**config.mk**
```make
export PLATFORM = sky130hd
export DESIGN_NAME = insulation_test_sequencer_judge
export DESIGN_NICKNAME = d
export VERILOG_FILES = /design/src/insulation_seq_pkg.sv /design/src/line_cycle_tick.sv /design/src/limit_judge.sv /design/src/insulation_test_sequencer_judge.sv
export SDC_FILE = /design/constraint.sdc
export NUM_CORES = 1
export LEC_CHECK = 0
export BUFFER_PORTS_ARGS = -buffer_cell sky130_fd_sc_hd__buf_2
export CAP_MARGIN = 20
export CORE_ASPECT_RATIO = 0.75
export CORE_UTILIZATION = 45
export DETAILED_ROUTE_END_ITERATION = 8
export PLACE_DENSITY = 0.66
export SLEW_MARGIN = 10
export SYNTH_ARGS = -nofsm -noshare
export SYNTH_HDL_FRONTEND = slang
export SYNTH_HIERARCHICAL = 1
export SYNTH_SLANG_ARGS = --single-unit
```
**constraint.sdc**
```tcl
create_clock -name sys_clk_i -period 7.4 [get_ports sys_clk_i]
set_input_delay 1.48 -clock sys_clk_i [delete_from_list [all_inputs] [get_ports sys_clk_i]]
set_output_delay 1.48 -clock sys_clk_i [all_outputs]
set_load 0.1 [all_outputs]
```
**src/insulation_seq_pkg.sv**
```systemverilog
/*
  Shared constants for the insulation test sequencer and judge: clock rate,
  line cycle periods, register offsets, field positions, reset values and
  the sequencer state type.
  Assumes a single 25 MHz system clock shared by every module that uses it.
*/
package insulation_seq_pkg;

  // System clock period in nanoseconds.
  localparam int CLK_PERIOD_NS = 40;
  // One line cycle at 50 Hz and at 60 Hz, in microseconds.
  localparam int LINE_50HZ_US  = 20000;
  localparam int LINE_60HZ_US  = 16700;
  // Line cycle lengths in system clock cycles, derived from the times above.
  localparam int LINE_50HZ_CYC = LINE_50HZ_US * 1000 / CLK_PERIOD_NS;
  localparam int LINE_60HZ_CYC = LINE_60HZ_US * 1000 / CLK_PERIOD_NS;
  // Width of the line cycle divider counter.
  localparam int DIV_W         = 20;

  // Register bus geometry.
  localparam int ADDR_W = 8;
  localparam int DATA_W = 32;

  // Register byte offsets.
  localparam logic [7:0] OFS_CTRL     = 8'h00;
  localparam logic [7:0] OFS_CONFIG   = 8'h04;
  localparam logic [7:0] OFS_SAMPLE   = 8'h08;
  localparam logic [7:0] OFS_HOLDOFF  = 8'h0c;
  localparam logic [7:0] OFS_DURATION = 8'h10;
  localparam logic [7:0] OFS_CMPDLY   = 8'h14;
  localparam logic [7:0] OFS_UPPER    = 8'h18;
  localparam logic [7:0] OFS_LOWER    = 8'h1c;
  localparam logic [7:0] OFS_STATUS   = 8'h20;
  localparam logic [7:0] OFS_VALUE    = 8'h24;

  // Control register bits (write-only pulses).
  localparam int CTRL_START = 0;
  localparam int CTRL_ABORT = 1;

  // Configuration register fields.
  localparam int CFG_W         = 9;
  localparam int CFG_MAINS_60  = 0;
  localparam int CFG_MODE_LO   = 1;
  localparam int CFG_DLY_AUTO  = 3;
  localparam int CFG_UPPER_EN  = 4;
  localparam int CFG_LOWER_EN  = 5;
  localparam int CFG_COMP_EN   = 6;
  localparam int CFG_MFD_EN    = 7;
  localparam int CFG_BUZZ_EN   = 8;
  localparam logic [8:0] CFG_RESET = 9'h178;

  // Test modes.
  localparam logic [1:0] MODE_CONTINUOUS_TEST = 2'h0;
  localparam logic [1:0] MODE_PASS_STOP       = 2'h1;
  localparam logic [1:0] MODE_FAIL_STOP       = 2'h2;

  // Line cycle setting limits and reset value.
  localparam logic [6:0] LC_MIN = 7'h01;
  localparam logic [6:0] LC_MAX = 7'h64;
  // Limit values are held in thousandths of a megohm.
  localparam int         LIM_W     = 24;
  localparam logic [23:0] LIM_MAX  = 24'h989298;
  localparam int         TIME_W    = 16;

  // Sequencer states, Gray coded along idle, holdoff, measure.
  typedef enum logic [1:0] {
    ST_IDLE    = 2'b00,
    ST_HOLDOFF = 2'b01,
    ST_MEASURE = 2'b11
  } seq_state_t;

endpackage

```
**src/line_cycle_tick.sv**
```systemverilog
/*
  Line cycle divider: emits a one-cycle enable pulse once per mains cycle.
  Assumes the 25 MHz system clock and a synchronous active-low reset.
*/
`timescale 1ns/1ps
module line_cycle_tick #(
  parameter int CYC_50 = insulation_seq_pkg::LINE_50HZ_CYC,
  parameter int CYC_60 = insulation_seq_pkg::LINE_60HZ_CYC
) (
  input  wire logic sys_clk_i,
  input  wire logic reset_n_i,
  input  wire logic mains_60_i,
  input  wire logic restart_i,
  output logic      tick_o
);

  // Cycles elapsed within the current line cycle.
  logic [insulation_seq_pkg::DIV_W-1:0] count_q;
  // Terminal count for the selected mains frequency.
  logic [insulation_seq_pkg::DIV_W-1:0] last_w;

  assign last_w = mains_60_i ? insulation_seq_pkg::DIV_W'(CYC_60 - 1)
                             : insulation_seq_pkg::DIV_W'(CYC_50 - 1);

  // Restart aligns the first tick to one full line cycle after test start.
  always_ff @(posedge sys_clk_i)
  begin
    if (!reset_n_i || restart_i)
    begin
      count_q <= '0;
      tick_o  <= 1'b0;
    end
    else if (count_q >= last_w)
    begin
      count_q <= '0;
      tick_o  <= 1'b1;
    end
    else
    begin
      count_q <= count_q + 1'b1;
      tick_o  <= 1'b0;
    end
  end

endmodule // line_cycle_tick

```
**src/limit_judge.sv**
```systemverilog
/*
  Combinational limit comparison of one resistance sample.
  Assumes inputs are stable in the cycle in which the caller samples outputs.
*/
`timescale 1ns/1ps
module limit_judge (
  input  wire logic [23:0] value_i,
  input  wire logic [23:0] upper_i,
  input  wire logic [23:0] lower_i,
  input  wire logic        upper_en_i,
  input  wire logic        lower_en_i,
  input  wire logic        over_i,
  input  wire logic        under_i,
  input  wire logic        mfd_en_i,
  input  wire logic [7:0]  mfd_count_i,
  output logic             upper_fail_o,
  output logic             pass_o,
  output logic             lower_fail_o
);

  // Judgment is impossible on a flagged sample or a micro-failure hit.
  logic both_fail;
  // Each side fails only if enabled; a disabled side counts as met.
  logic up_bad;
  logic lo_bad;

  assign both_fail    = over_i || under_i
                        || (mfd_en_i && mfd_count_i != 8'h00);
  assign up_bad       = upper_en_i && !(value_i < upper_i);
  assign lo_bad       = lower_en_i && !(value_i > lower_i);
  assign upper_fail_o = both_fail || up_bad;
  assign lower_fail_o = both_fail || lo_bad;
  assign pass_o       = !both_fail && !up_bad && !lo_bad;

endmodule // limit_judge

```
**src/insulation_test_sequencer_judge.sv**
```systemverilog
/*
  Insulation test sequencer and judge: line cycle timing of holdoff, sampling,
  duration and comparator delay, and limit judgment with result indicators.
  Assumes a 25 MHz clock, a register master that never waits, a front end
  on the same clock, and an asynchronous voltage-stable pin.
*/
// The register addresses and strobed register access were chosen for this implementation.
`timescale 1ns/1ps
module insulation_test_sequencer_judge #(
  parameter int CYC_50 = insulation_seq_pkg::LINE_50HZ_CYC,
  parameter int CYC_60 = insulation_seq_pkg::LINE_60HZ_CYC
) (
  input  wire logic        sys_clk_i,
  input  wire logic        reset_n_i,
  input  wire logic [7:0]  reg_addr_i,
  input  wire logic [31:0] reg_wdata_i,
  input  wire logic        reg_wr_i,
  input  wire logic        reg_rd_i,
  output logic      [31:0] reg_rdata_o,
  input  wire logic        meas_valid_i,
  input  wire logic [23:0] meas_value_i,
  input  wire logic        meas_over_i,
  input  wire logic        meas_under_i,
  input  wire logic [7:0]  micro_failure_count_i,
  input  wire logic        voltage_stable_i,
  output logic             hv_enable_o,
  output logic             sample_o,
  output logic             delay_active_o,
  output logic             upper_fail_o,
  output logic             pass_o,
  output logic             lower_fail_o,
  output logic             buzzer_o,
  output logic             test_done_o
);

  // Clamp a written line cycle setting into the legal range.
  function automatic logic [6:0] clamp_lc(input logic [31:0] v);
    return (v < 32'(insulation_seq_pkg::LC_MIN)) ? insulation_seq_pkg::LC_MIN
         : (v > 32'(insulation_seq_pkg::LC_MAX)) ? insulation_seq_pkg::LC_MAX : v[6:0];
  endfunction
  // Clamp a written limit to the top of the settable range.
  function automatic logic [23:0] clamp_lim(input logic [31:0] v);
    return (v > 32'(insulation_seq_pkg::LIM_MAX)) ? insulation_seq_pkg::LIM_MAX : v[23:0];
  endfunction

  // Configuration and setting registers.
  logic [8:0]                        cfg_q;
  logic [6:0]                        interval_set_q;
  logic [6:0]                        holdoff_set_q;
  logic [15:0]                       duration_set_q;
  logic [15:0]                       cmpdly_set_q;
  logic [23:0]                       upper_q;
  logic [23:0]                       lower_q;
  // Sequencer state and timing counters, all in line cycles.
  insulation_seq_pkg::seq_state_t    state_q;
  logic [15:0]                       elapsed_q;
  logic [6:0]                        interval_cnt_q;
  logic                              delay_q;
  // Result flags and captured sample.
  logic                              result_valid_q;
  logic                              no_value_q;
  logic [23:0]                       value_q;
  // Voltage-stable pin synchroniser.
  logic                              vstable_meta_q;
  logic                              vstable_q;
  // Decoded strobes and judge outputs.
  logic                              start_w;
  logic                              abort_w;
  logic                              tick_w;
  logic                              judge_now;
  logic                              j_upper;
  logic                              j_pass;
  logic                              j_lower;
  logic                              busy_w;
  logic                              dur_end_w;
  logic                              stop_end_w;
  logic                              end_w;
  logic [1:0]                        mode_w;
  assign busy_w  = (state_q != insulation_seq_pkg::ST_IDLE);
  assign mode_w  = cfg_q[insulation_seq_pkg::CFG_MODE_LO +: 2];
  assign start_w = reg_wr_i && reg_addr_i == insulation_seq_pkg::OFS_CTRL
                   && reg_wdata_i[insulation_seq_pkg::CTRL_START] && !busy_w;
  assign abort_w = reg_wr_i && reg_addr_i == insulation_seq_pkg::OFS_CTRL
                   && reg_wdata_i[insulation_seq_pkg::CTRL_ABORT] && busy_w;
  // A sample is judged only once the comparator delay is over.
  assign judge_now = state_q == insulation_seq_pkg::ST_MEASURE && meas_valid_i
                     && !delay_q
                     && cfg_q[insulation_seq_pkg::CFG_COMP_EN];
  // Duration zero means the timer is off; the test then runs until aborted or ended by a stop mode.
  assign dur_end_w  = tick_w && duration_set_q != 16'h0000
                      && elapsed_q + 16'h0001 >= duration_set_q;
  assign stop_end_w = judge_now
                      && ((mode_w == insulation_seq_pkg::MODE_PASS_STOP && j_pass)
                       || (mode_w == insulation_seq_pkg::MODE_FAIL_STOP && !j_pass));
  assign end_w      = busy_w && (dur_end_w || stop_end_w || abort_w);
  // Line cycle divider, restarted at test start for exact alignment.
  line_cycle_tick #(.CYC_50 (CYC_50), .CYC_60 (CYC_60)) u_tick (
    .sys_clk_i  (sys_clk_i),
    .reset_n_i  (reset_n_i),
    .mains_60_i (cfg_q[insulation_seq_pkg::CFG_MAINS_60]),
    .restart_i  (start_w),
    .tick_o     (tick_w)
  );

  // Limit comparison of the sample currently offered by the front end.
  limit_judge u_judge (
    .value_i      (meas_value_i),
    .upper_i      (upper_q),
    .lower_i      (lower_q),
    .upper_en_i   (cfg_q[insulation_seq_pkg::CFG_UPPER_EN]),
    .lower_en_i   (cfg_q[insulation_seq_pkg::CFG_LOWER_EN]),
    .over_i       (meas_over_i),
    .under_i      (meas_under_i),
    .mfd_en_i     (cfg_q[insulation_seq_pkg::CFG_MFD_EN]),
    .mfd_count_i  (micro_failure_count_i),
    .upper_fail_o (j_upper),
    .pass_o       (j_pass),
    .lower_fail_o (j_lower)
  );

  // Two flip-flops on the pin; only the second one is looked at.
  always_ff @(posedge sys_clk_i)
  begin
    if (!reset_n_i)
      {vstable_q, vstable_meta_q} <= 2'b00;
    else
      {vstable_q, vstable_meta_q} <= {vstable_meta_q, voltage_stable_i};
  end
  // Setting registers. Settings may change mid-test and take effect at once.
  always_ff @(posedge sys_clk_i)
  begin
    if (!reset_n_i)
    begin
      cfg_q          <= insulation_seq_pkg::CFG_RESET;
      interval_set_q <= insulation_seq_pkg::LC_MIN;
      holdoff_set_q  <= insulation_seq_pkg::LC_MIN;
      duration_set_q <= 16'h0000;
      cmpdly_set_q   <= 16'h0000;
      upper_q        <= 24'h000000;
      lower_q        <= 24'h000000;
    end
    else if (reg_wr_i)
    begin
      case (reg_addr_i)
        insulation_seq_pkg::OFS_CONFIG:   cfg_q          <= reg_wdata_i[8:0];
        insulation_seq_pkg::OFS_SAMPLE:   interval_set_q <= clamp_lc(reg_wdata_i);
        insulation_seq_pkg::OFS_HOLDOFF:  holdoff_set_q  <= clamp_lc(reg_wdata_i);
        insulation_seq_pkg::OFS_DURATION: duration_set_q <= reg_wdata_i[15:0];
        insulation_seq_pkg::OFS_CMPDLY:   cmpdly_set_q   <= reg_wdata_i[15:0];
        insulation_seq_pkg::OFS_UPPER:    upper_q        <= clamp_lim(reg_wdata_i);
        insulation_seq_pkg::OFS_LOWER:    lower_q        <= clamp_lim(reg_wdata_i);
        default: ; // Writes elsewhere, control included, store nothing here.
      endcase
    end
  end
  // Read port: data stands in the cycle after the strobe only.
  always_ff @(posedge sys_clk_i)
  begin
    if (!reset_n_i || !reg_rd_i)
      reg_rdata_o <= 32'h00000000;
    else
    begin
      case (reg_addr_i)
        insulation_seq_pkg::OFS_CONFIG:   reg_rdata_o <= {23'h000000, cfg_q};
        insulation_seq_pkg::OFS_SAMPLE:   reg_rdata_o <= {25'h0000000, interval_set_q};
        insulation_seq_pkg::OFS_HOLDOFF:  reg_rdata_o <= {25'h0000000, holdoff_set_q};
        insulation_seq_pkg::OFS_DURATION: reg_rdata_o <= {16'h0000, duration_set_q};
        insulation_seq_pkg::OFS_CMPDLY:   reg_rdata_o <= {16'h0000, cmpdly_set_q};
        insulation_seq_pkg::OFS_UPPER:    reg_rdata_o <= {8'h00, upper_q};
        insulation_seq_pkg::OFS_LOWER:    reg_rdata_o <= {8'h00, lower_q};
        insulation_seq_pkg::OFS_STATUS:
          reg_rdata_o <= {21'h000000, no_value_q, result_valid_q, test_done_o,
                          buzzer_o, lower_fail_o, pass_o, upper_fail_o,
                          delay_q, state_q, busy_w};
        insulation_seq_pkg::OFS_VALUE:    reg_rdata_o <= {8'h00, value_q};
        default:                          reg_rdata_o <= 32'h00000000;
      endcase
    end
  end
  // Sequencer: idle, then holdoff, then measuring until the test ends.
  always_ff @(posedge sys_clk_i)
  begin
    if (!reset_n_i)
      state_q <= insulation_seq_pkg::ST_IDLE;
    else
    begin
      case (state_q)
        insulation_seq_pkg::ST_IDLE:
          if (start_w)
            state_q <= insulation_seq_pkg::ST_HOLDOFF;
        insulation_seq_pkg::ST_HOLDOFF:
          if (end_w)
            state_q <= insulation_seq_pkg::ST_IDLE;
          else if (tick_w && elapsed_q + 16'h0001 >= 16'(holdoff_set_q))
            state_q <= insulation_seq_pkg::ST_MEASURE;
        insulation_seq_pkg::ST_MEASURE:
          if (end_w)
            state_q <= insulation_seq_pkg::ST_IDLE;
        default:
          state_q <= insulation_seq_pkg::ST_IDLE;
      endcase
    end
  end
  // Line cycles since start; it saturates so a long untimed test is safe.
  always_ff @(posedge sys_clk_i)
  begin
    if (!reset_n_i || start_w)
      elapsed_q <= 16'h0000;
    else if (busy_w && tick_w && elapsed_q != 16'hffff)
      elapsed_q <= elapsed_q + 16'h0001;
  end
  // Sampling interval: one sample request per configured interval.
  always_ff @(posedge sys_clk_i)
  begin
    if (!reset_n_i || state_q != insulation_seq_pkg::ST_MEASURE || end_w)
    begin
      interval_cnt_q <= 7'h00;
      sample_o       <= 1'b0;
    end
    else if (tick_w && interval_cnt_q + 7'h01 >= interval_set_q)
    begin
      interval_cnt_q <= 7'h00;
      sample_o       <= 1'b1;
    end
    else
    begin
      if (tick_w)
        interval_cnt_q <= interval_cnt_q + 7'h01;
      sample_o <= 1'b0;
    end
  end
  // Comparator delay: auto waits for the settled voltage, manual for time.
  always_ff @(posedge sys_clk_i)
  begin
    if (!reset_n_i)
      delay_q <= 1'b0;
    else if (start_w)
      delay_q <= 1'b1;
    else if (!busy_w)
      delay_q <= 1'b0;
    else if (cfg_q[insulation_seq_pkg::CFG_DLY_AUTO])
    begin
      if (vstable_q)
        delay_q <= 1'b0;
    end
    else if (elapsed_q >= cmpdly_set_q)
      delay_q <= 1'b0;
  end
  // Test voltage enable and end-of-test pulse.
  always_ff @(posedge sys_clk_i)
  begin
    if (!reset_n_i)
    begin
      hv_enable_o <= 1'b0;
      test_done_o <= 1'b0;
    end
    else
    begin
      hv_enable_o <= start_w || (hv_enable_o && !end_w);
      test_done_o <= end_w;
    end
  end
  // Judgment results, held from one judged sample to the next.
  always_ff @(posedge sys_clk_i)
  begin
    if (!reset_n_i || start_w)
    begin
      upper_fail_o   <= 1'b0;
      pass_o         <= 1'b0;
      lower_fail_o   <= 1'b0;
      buzzer_o       <= 1'b0;
      result_valid_q <= 1'b0;
      value_q        <= 24'h000000;
    end
    else if (judge_now)
    begin
      upper_fail_o   <= j_upper;
      pass_o         <= j_pass;
      lower_fail_o   <= j_lower;
      buzzer_o       <= !j_pass && cfg_q[insulation_seq_pkg::CFG_BUZZ_EN];
      result_valid_q <= 1'b1;
      value_q        <= meas_value_i;
    end
  end
  // A test that ends before any sample is flagged as having no value.
  always_ff @(posedge sys_clk_i)
  begin
    if (!reset_n_i || start_w)
      no_value_q <= 1'b0;
    else if (end_w && !result_valid_q && !judge_now)
      no_value_q <= 1'b1;
  end

  assign delay_active_o = delay_q;
endmodule // insulation_test_sequencer_judge

```
==> out/qor.json <==
{
  "outcome": {"value": "complete, no violations"},
  "finish.cell_count_without_fillers": {"value": 1801},
  "power.ir.vdd_worst": {"value": 0.0001465, "unit": "V"},
  "max_freq": {"value": 0.2304, "unit": "GHz"},
  "port-buffer-count": {"value": 111},
  "finalHoldViolCount": {"value": 0},
  "synth_area_leaders": {"value": "dfxtp_1, ha_1, nand2_1, a21oi_1, inv_1"},
  "post-route-min-period": {"value": 4341, "unit": "ps"},
  "edff_count_synth": {"value": 0},
  "drt.antenna.violating_nets": {"value": 0},
  "place_worst_setup_slack": {"value": 2756, "unit": "ps"},
  "worst_pin_slew": {"value": 1101, "unit": "ps"},
  "clock-skew-final": {"value": 12.63, "unit": "ps"},
  "syn-instance-count": {"value": 1375},
  "die_ht": {"value": 141.6, "unit": "um"},
  "yosys_warnings": {"value": 6},
  "synthFlopType": {"value": "dfxtp_1"},
  "worst_path_dominant_cell_family": {"value": "compound AO/OA/AOI/OAI gates"},
  "timing.critical_path.arrival": {"value": 4780, "unit": "ps"},
  "worstHoldPathType": {"value": "reg -> reg"},
  "final_nets": {"value": 1636},
  "root_buffer": {"value": "clkbuf_16"},
  "grt_max_degree": {"value": 50},
  "hold_crit_depth": {"value": 1},
  "setup_violators_final": {"value": 0},
  "critical_path.slowest_cell": {"value": "a211oi_1"},
  "wirelength_routed": {"value": 36.51, "unit": "mm"},
  "r2r_end": {"value": "hv_enable_o"},
  "gr-usage-all-layers": {"value": 0.2686},
  "pwr_density_cell": {"value": 186.0, "unit": "nW/um^2"},
  "dp.final_hpwl": {"value": 26.79, "unit": "mm"},
  "cts_setup_buffers": {"value": 0},
  "worstSetupEndpointType": {"value": "register"},
  "holdPathEnd": {"value": "vstable_q"},
  "critical_path_required": {"value": 7840, "unit": "ps"},
  "detailroute.via_count": {"value": 10797},
  "route.detailed.vias_per_inst": {"value": 5.995},
  "grt_antenna_before_repair": {"value": 0},
  "crit_path_cell_trace": {"value": "buf_2 > ha_1 > a21oi_1 > nor2_1 > a211oi_1 > o21ai_1 > a221oi_2 > and4b_1 > o22ai_1 > a32o_1 > or3_1 > a221o_1 > nor2_1"},
  "layout_worst_path_cycle_share": {"value": 0.5866},
  "seq_cells_post_synth": {"value": 209},
  "worstReg2RegStart": {"value": "elapsed_q[7]"},
  "total_leakage_power": {"value": 5.003, "unit": "nW"},
  "timing.final.max_slew_violations": {"value": 0},
  "critical_path.max_stage_delay": {"value": 550, "unit": "ps"},
  "number_of_cells_traversed_by_the_worst_register_to_register_path": {"value": 11},
  "row_count": {"value": 50},
  "kind_of_start_point_of_the_critical_path": {"value": "input pin"},
  "post_synth_instance_area": {"value": 11690, "unit": "sq um"},
  "post_route_total_power": {"value": 2.441, "unit": "mW"},
  "firstDrtPassIters": {"value": 6},
  "fp.dieW": {"value": 188.1, "unit": "um"},
  "finalWeightedCongestion": {"value": 0.9167},
  "critical_path_class": {"value": "in -> reg"},
  "clkSinkCount": {"value": 209},
  "ys_seq_area_frac": {"value": 0.3579},
  "tritoncts.num_buffers": {"value": 23},
  "synth.top_cells.by_count": {"value": "dfxtp_1, nand2_1, a21oi_1"},
  "floorplan.initialDensity": {"value": 0.4637},
  "grt_pass1_vias": {"value": 9755},
  "cell_count_after_placement": {"value": 1761},
  "cts.htree.levels": {"value": 1},
  "final_layout_size_suffix_gt1_frac": {"value": 0.1442},
  "design.core.area": {"value": 25210, "unit": "sq um"},
  "yosysTopAreaCellShare": {"value": 0.3579},
  "synth.distinct_cells": {"value": 85},
  "detail_route.drc_violations": {"value": 0},
  "worst-r2r-setup-slack": {"value": 3120, "unit": "ps"},
  "holdCritStartpoint": {"value": "vstable_meta_q"},
  "cts-hold-fix-buffers": {"value": 0},
  "cp_num_buf_inv": {"value": 1},
  "syn_avg_cell_area": {"value": 8.502, "unit": "sq um"},
  "wire_length_per_cell_after_detailed_routing": {"value": 20.27, "unit": "um"},
  "yosysTopAreaCell": {"value": "dfxtp_1"},
  "die-area": {"value": 26630, "unit": "sq um"},
  "area_growth": {"value": 12.26, "unit": "%"},
  "grt_remaining_overflow": {"value": 0},
  "yosys.cell_count.top_type": {"value": "dfxtp_1"},
  "max-cap-violations": {"value": 0},
  "cts.repair.resized": {"value": 0},
  "clock_tree_from_tritoncts": {"value": "built"},
  "clk_latency": {"value": 520, "unit": "ps"},
  "worstPathMaxFanout": {"value": 7},
  "clock_tree_buf_depth": {"value": 3},
  "clkSlewWorstSetupHoldPaths": {"value": 60, "unit": "ps"},
  "rsz0062_at_grt": {"value": "no"},
  "slew_headroom": {"value": 0.2623},
  "fill_cells": {"value": 2428},
  "fin_tns_setup": {"value": 0, "unit": "ps"},
  "grt_first_pass_wirelength": {"value": 55.78, "unit": "mm"},
  "fin_ws": {"value": 3059, "unit": "ps"},
  "antenna_cells": {"value": 0},
  "crit_top_cell": {"value": "nor2_1"},
  "drtIter0Drc": {"value": 1193},
  "design.portCount": {"value": 120},
  "synth-async-reset-ratio": {"value": 0}
}
metal layers:
layer	part of all wire	routed length, um	track usage
met1	0.47	17340	0.4041
met2	0.40	14460	0.3781
met3	0.11	4017	0.07099
met4	0.019	689	0.05563
met5	0	0	0
state kept, by name, indices dropped and copies added, names as in the netlist, 9 cells and up:
name	flops
cfg_q	9
elapsed_q	16
upper_q	24
value_q	24
cmpdly_set_q	16
reg_rdata_o	24
u_tick/count_q	20
duration_set_q	16
lower_q	24
cell families (layout without fill, tap and decap cells):
kind of cell / Yosys count / in the layout / synth area share
xor+xnor: 52 / 52 / 0.03896
simple gates: 476 / 476 / 0.2046
buf+inv: 187 / 268 / 0.07182
mux: 25 / 25 / 0.02162
flops: 209 / 209 / 0.3579
other cells: 1 / 8 / 0.0003208
fa+ha+maj: 108 / 108 / 0.1156
compound gates: 317 / 317 / 0.1891
layout by cell type (no fill, tap or decap), types with 8 or more instances in the layout:
master	synthesis	final
clkbuf_16	0	23
nor2_1	102	102
mux2i_1	23	23
a221oi_1	8	8
buf_4	11	14
nand2b_1	10	9
nor4_1	17	17
a22oi_1	21	21
xnor2_1	25	25
a21oi_1	114	114
nor3_1	21	20
nand3_1	60	60
and3_1	9	9
buf_2	19	111
o21ai_0	30	30
dfxtp_1	209	209
ha_1	108	108
inv_1	102	102
a222oi_1	23	23
nand2_1	154	154
conb_1	1	8
or3_1	14	14
nand4_1	28	28
a211oi_1	15	15
a31oi_1	12	12
o221a_2	19	19
xor2_1	27	27
a22o_1	30	30
area by class of cell:
class,count,area [sq um],share of cell area
inverters,103,386.6,0.02946
well taps,338,422.9,0.03223
flip-flops and latches,209,4184,0.3188
clock inverters,10,108.9,0.008295
repair buffers,125,660.6,0.05034
clock buffers,30,641.9,0.04891
multi-input cells,986,6718,0.5119
worst max-delay path by stage:
stage               slack (ps)                end  cells after the start            start
detailed placement        2760  interval_cnt_q[0]                     13  meas_value_i[9]
finish                    3060  interval_cnt_q[1]                     13  meas_value_i[9]
global route              2920        hv_enable_o                     11     elapsed_q[8]
CTS                       3160        hv_enable_o                     11     elapsed_q[7]
global placement          2840  interval_cnt_q[4]                     13  meas_value_i[9]
floorplan                 3320  interval_cnt_q[0]                     12  meas_value_i[2]
worst reg2reg max path, stage by stage, from the launching register on:
cell and delay [ps]:
dfxtp_1 570, and4_1 310, nand2_1 140, or4_1 630, xnor2_1 170, ha_1 310, nand2_1 70, nor4_1 520
a221oi_1 230, a21boi_0 640, a21oi_1 280, o221a_2 300
metrics by stage:
stage | instance area (sq um) | hold slack [ps] | utilization
global route | 13120 | 449.9 | 0.5205
detailed placement | 12370 | 420.9 | 0.4907
CTS | 13120 | 434.7 | 0.5205
floorplan | 11720 | 411.9 | -
global placement | 12360 | 417.7 | 0.4904
finish | 13120 | 431.2 | 0.5205
where the power goes:
group | leakage, nW | total [mW] | switching (mW) | internal, mW
clock network | 0.368 | 1.15 | 0.474 | 0.680
logic | 2.95 | 0.157 | 0.111 | 0.0461
registers | 1.68 | 1.13 | 0.00232 | 1.13
No activity file was read; power rests on OpenSTA's default activity.
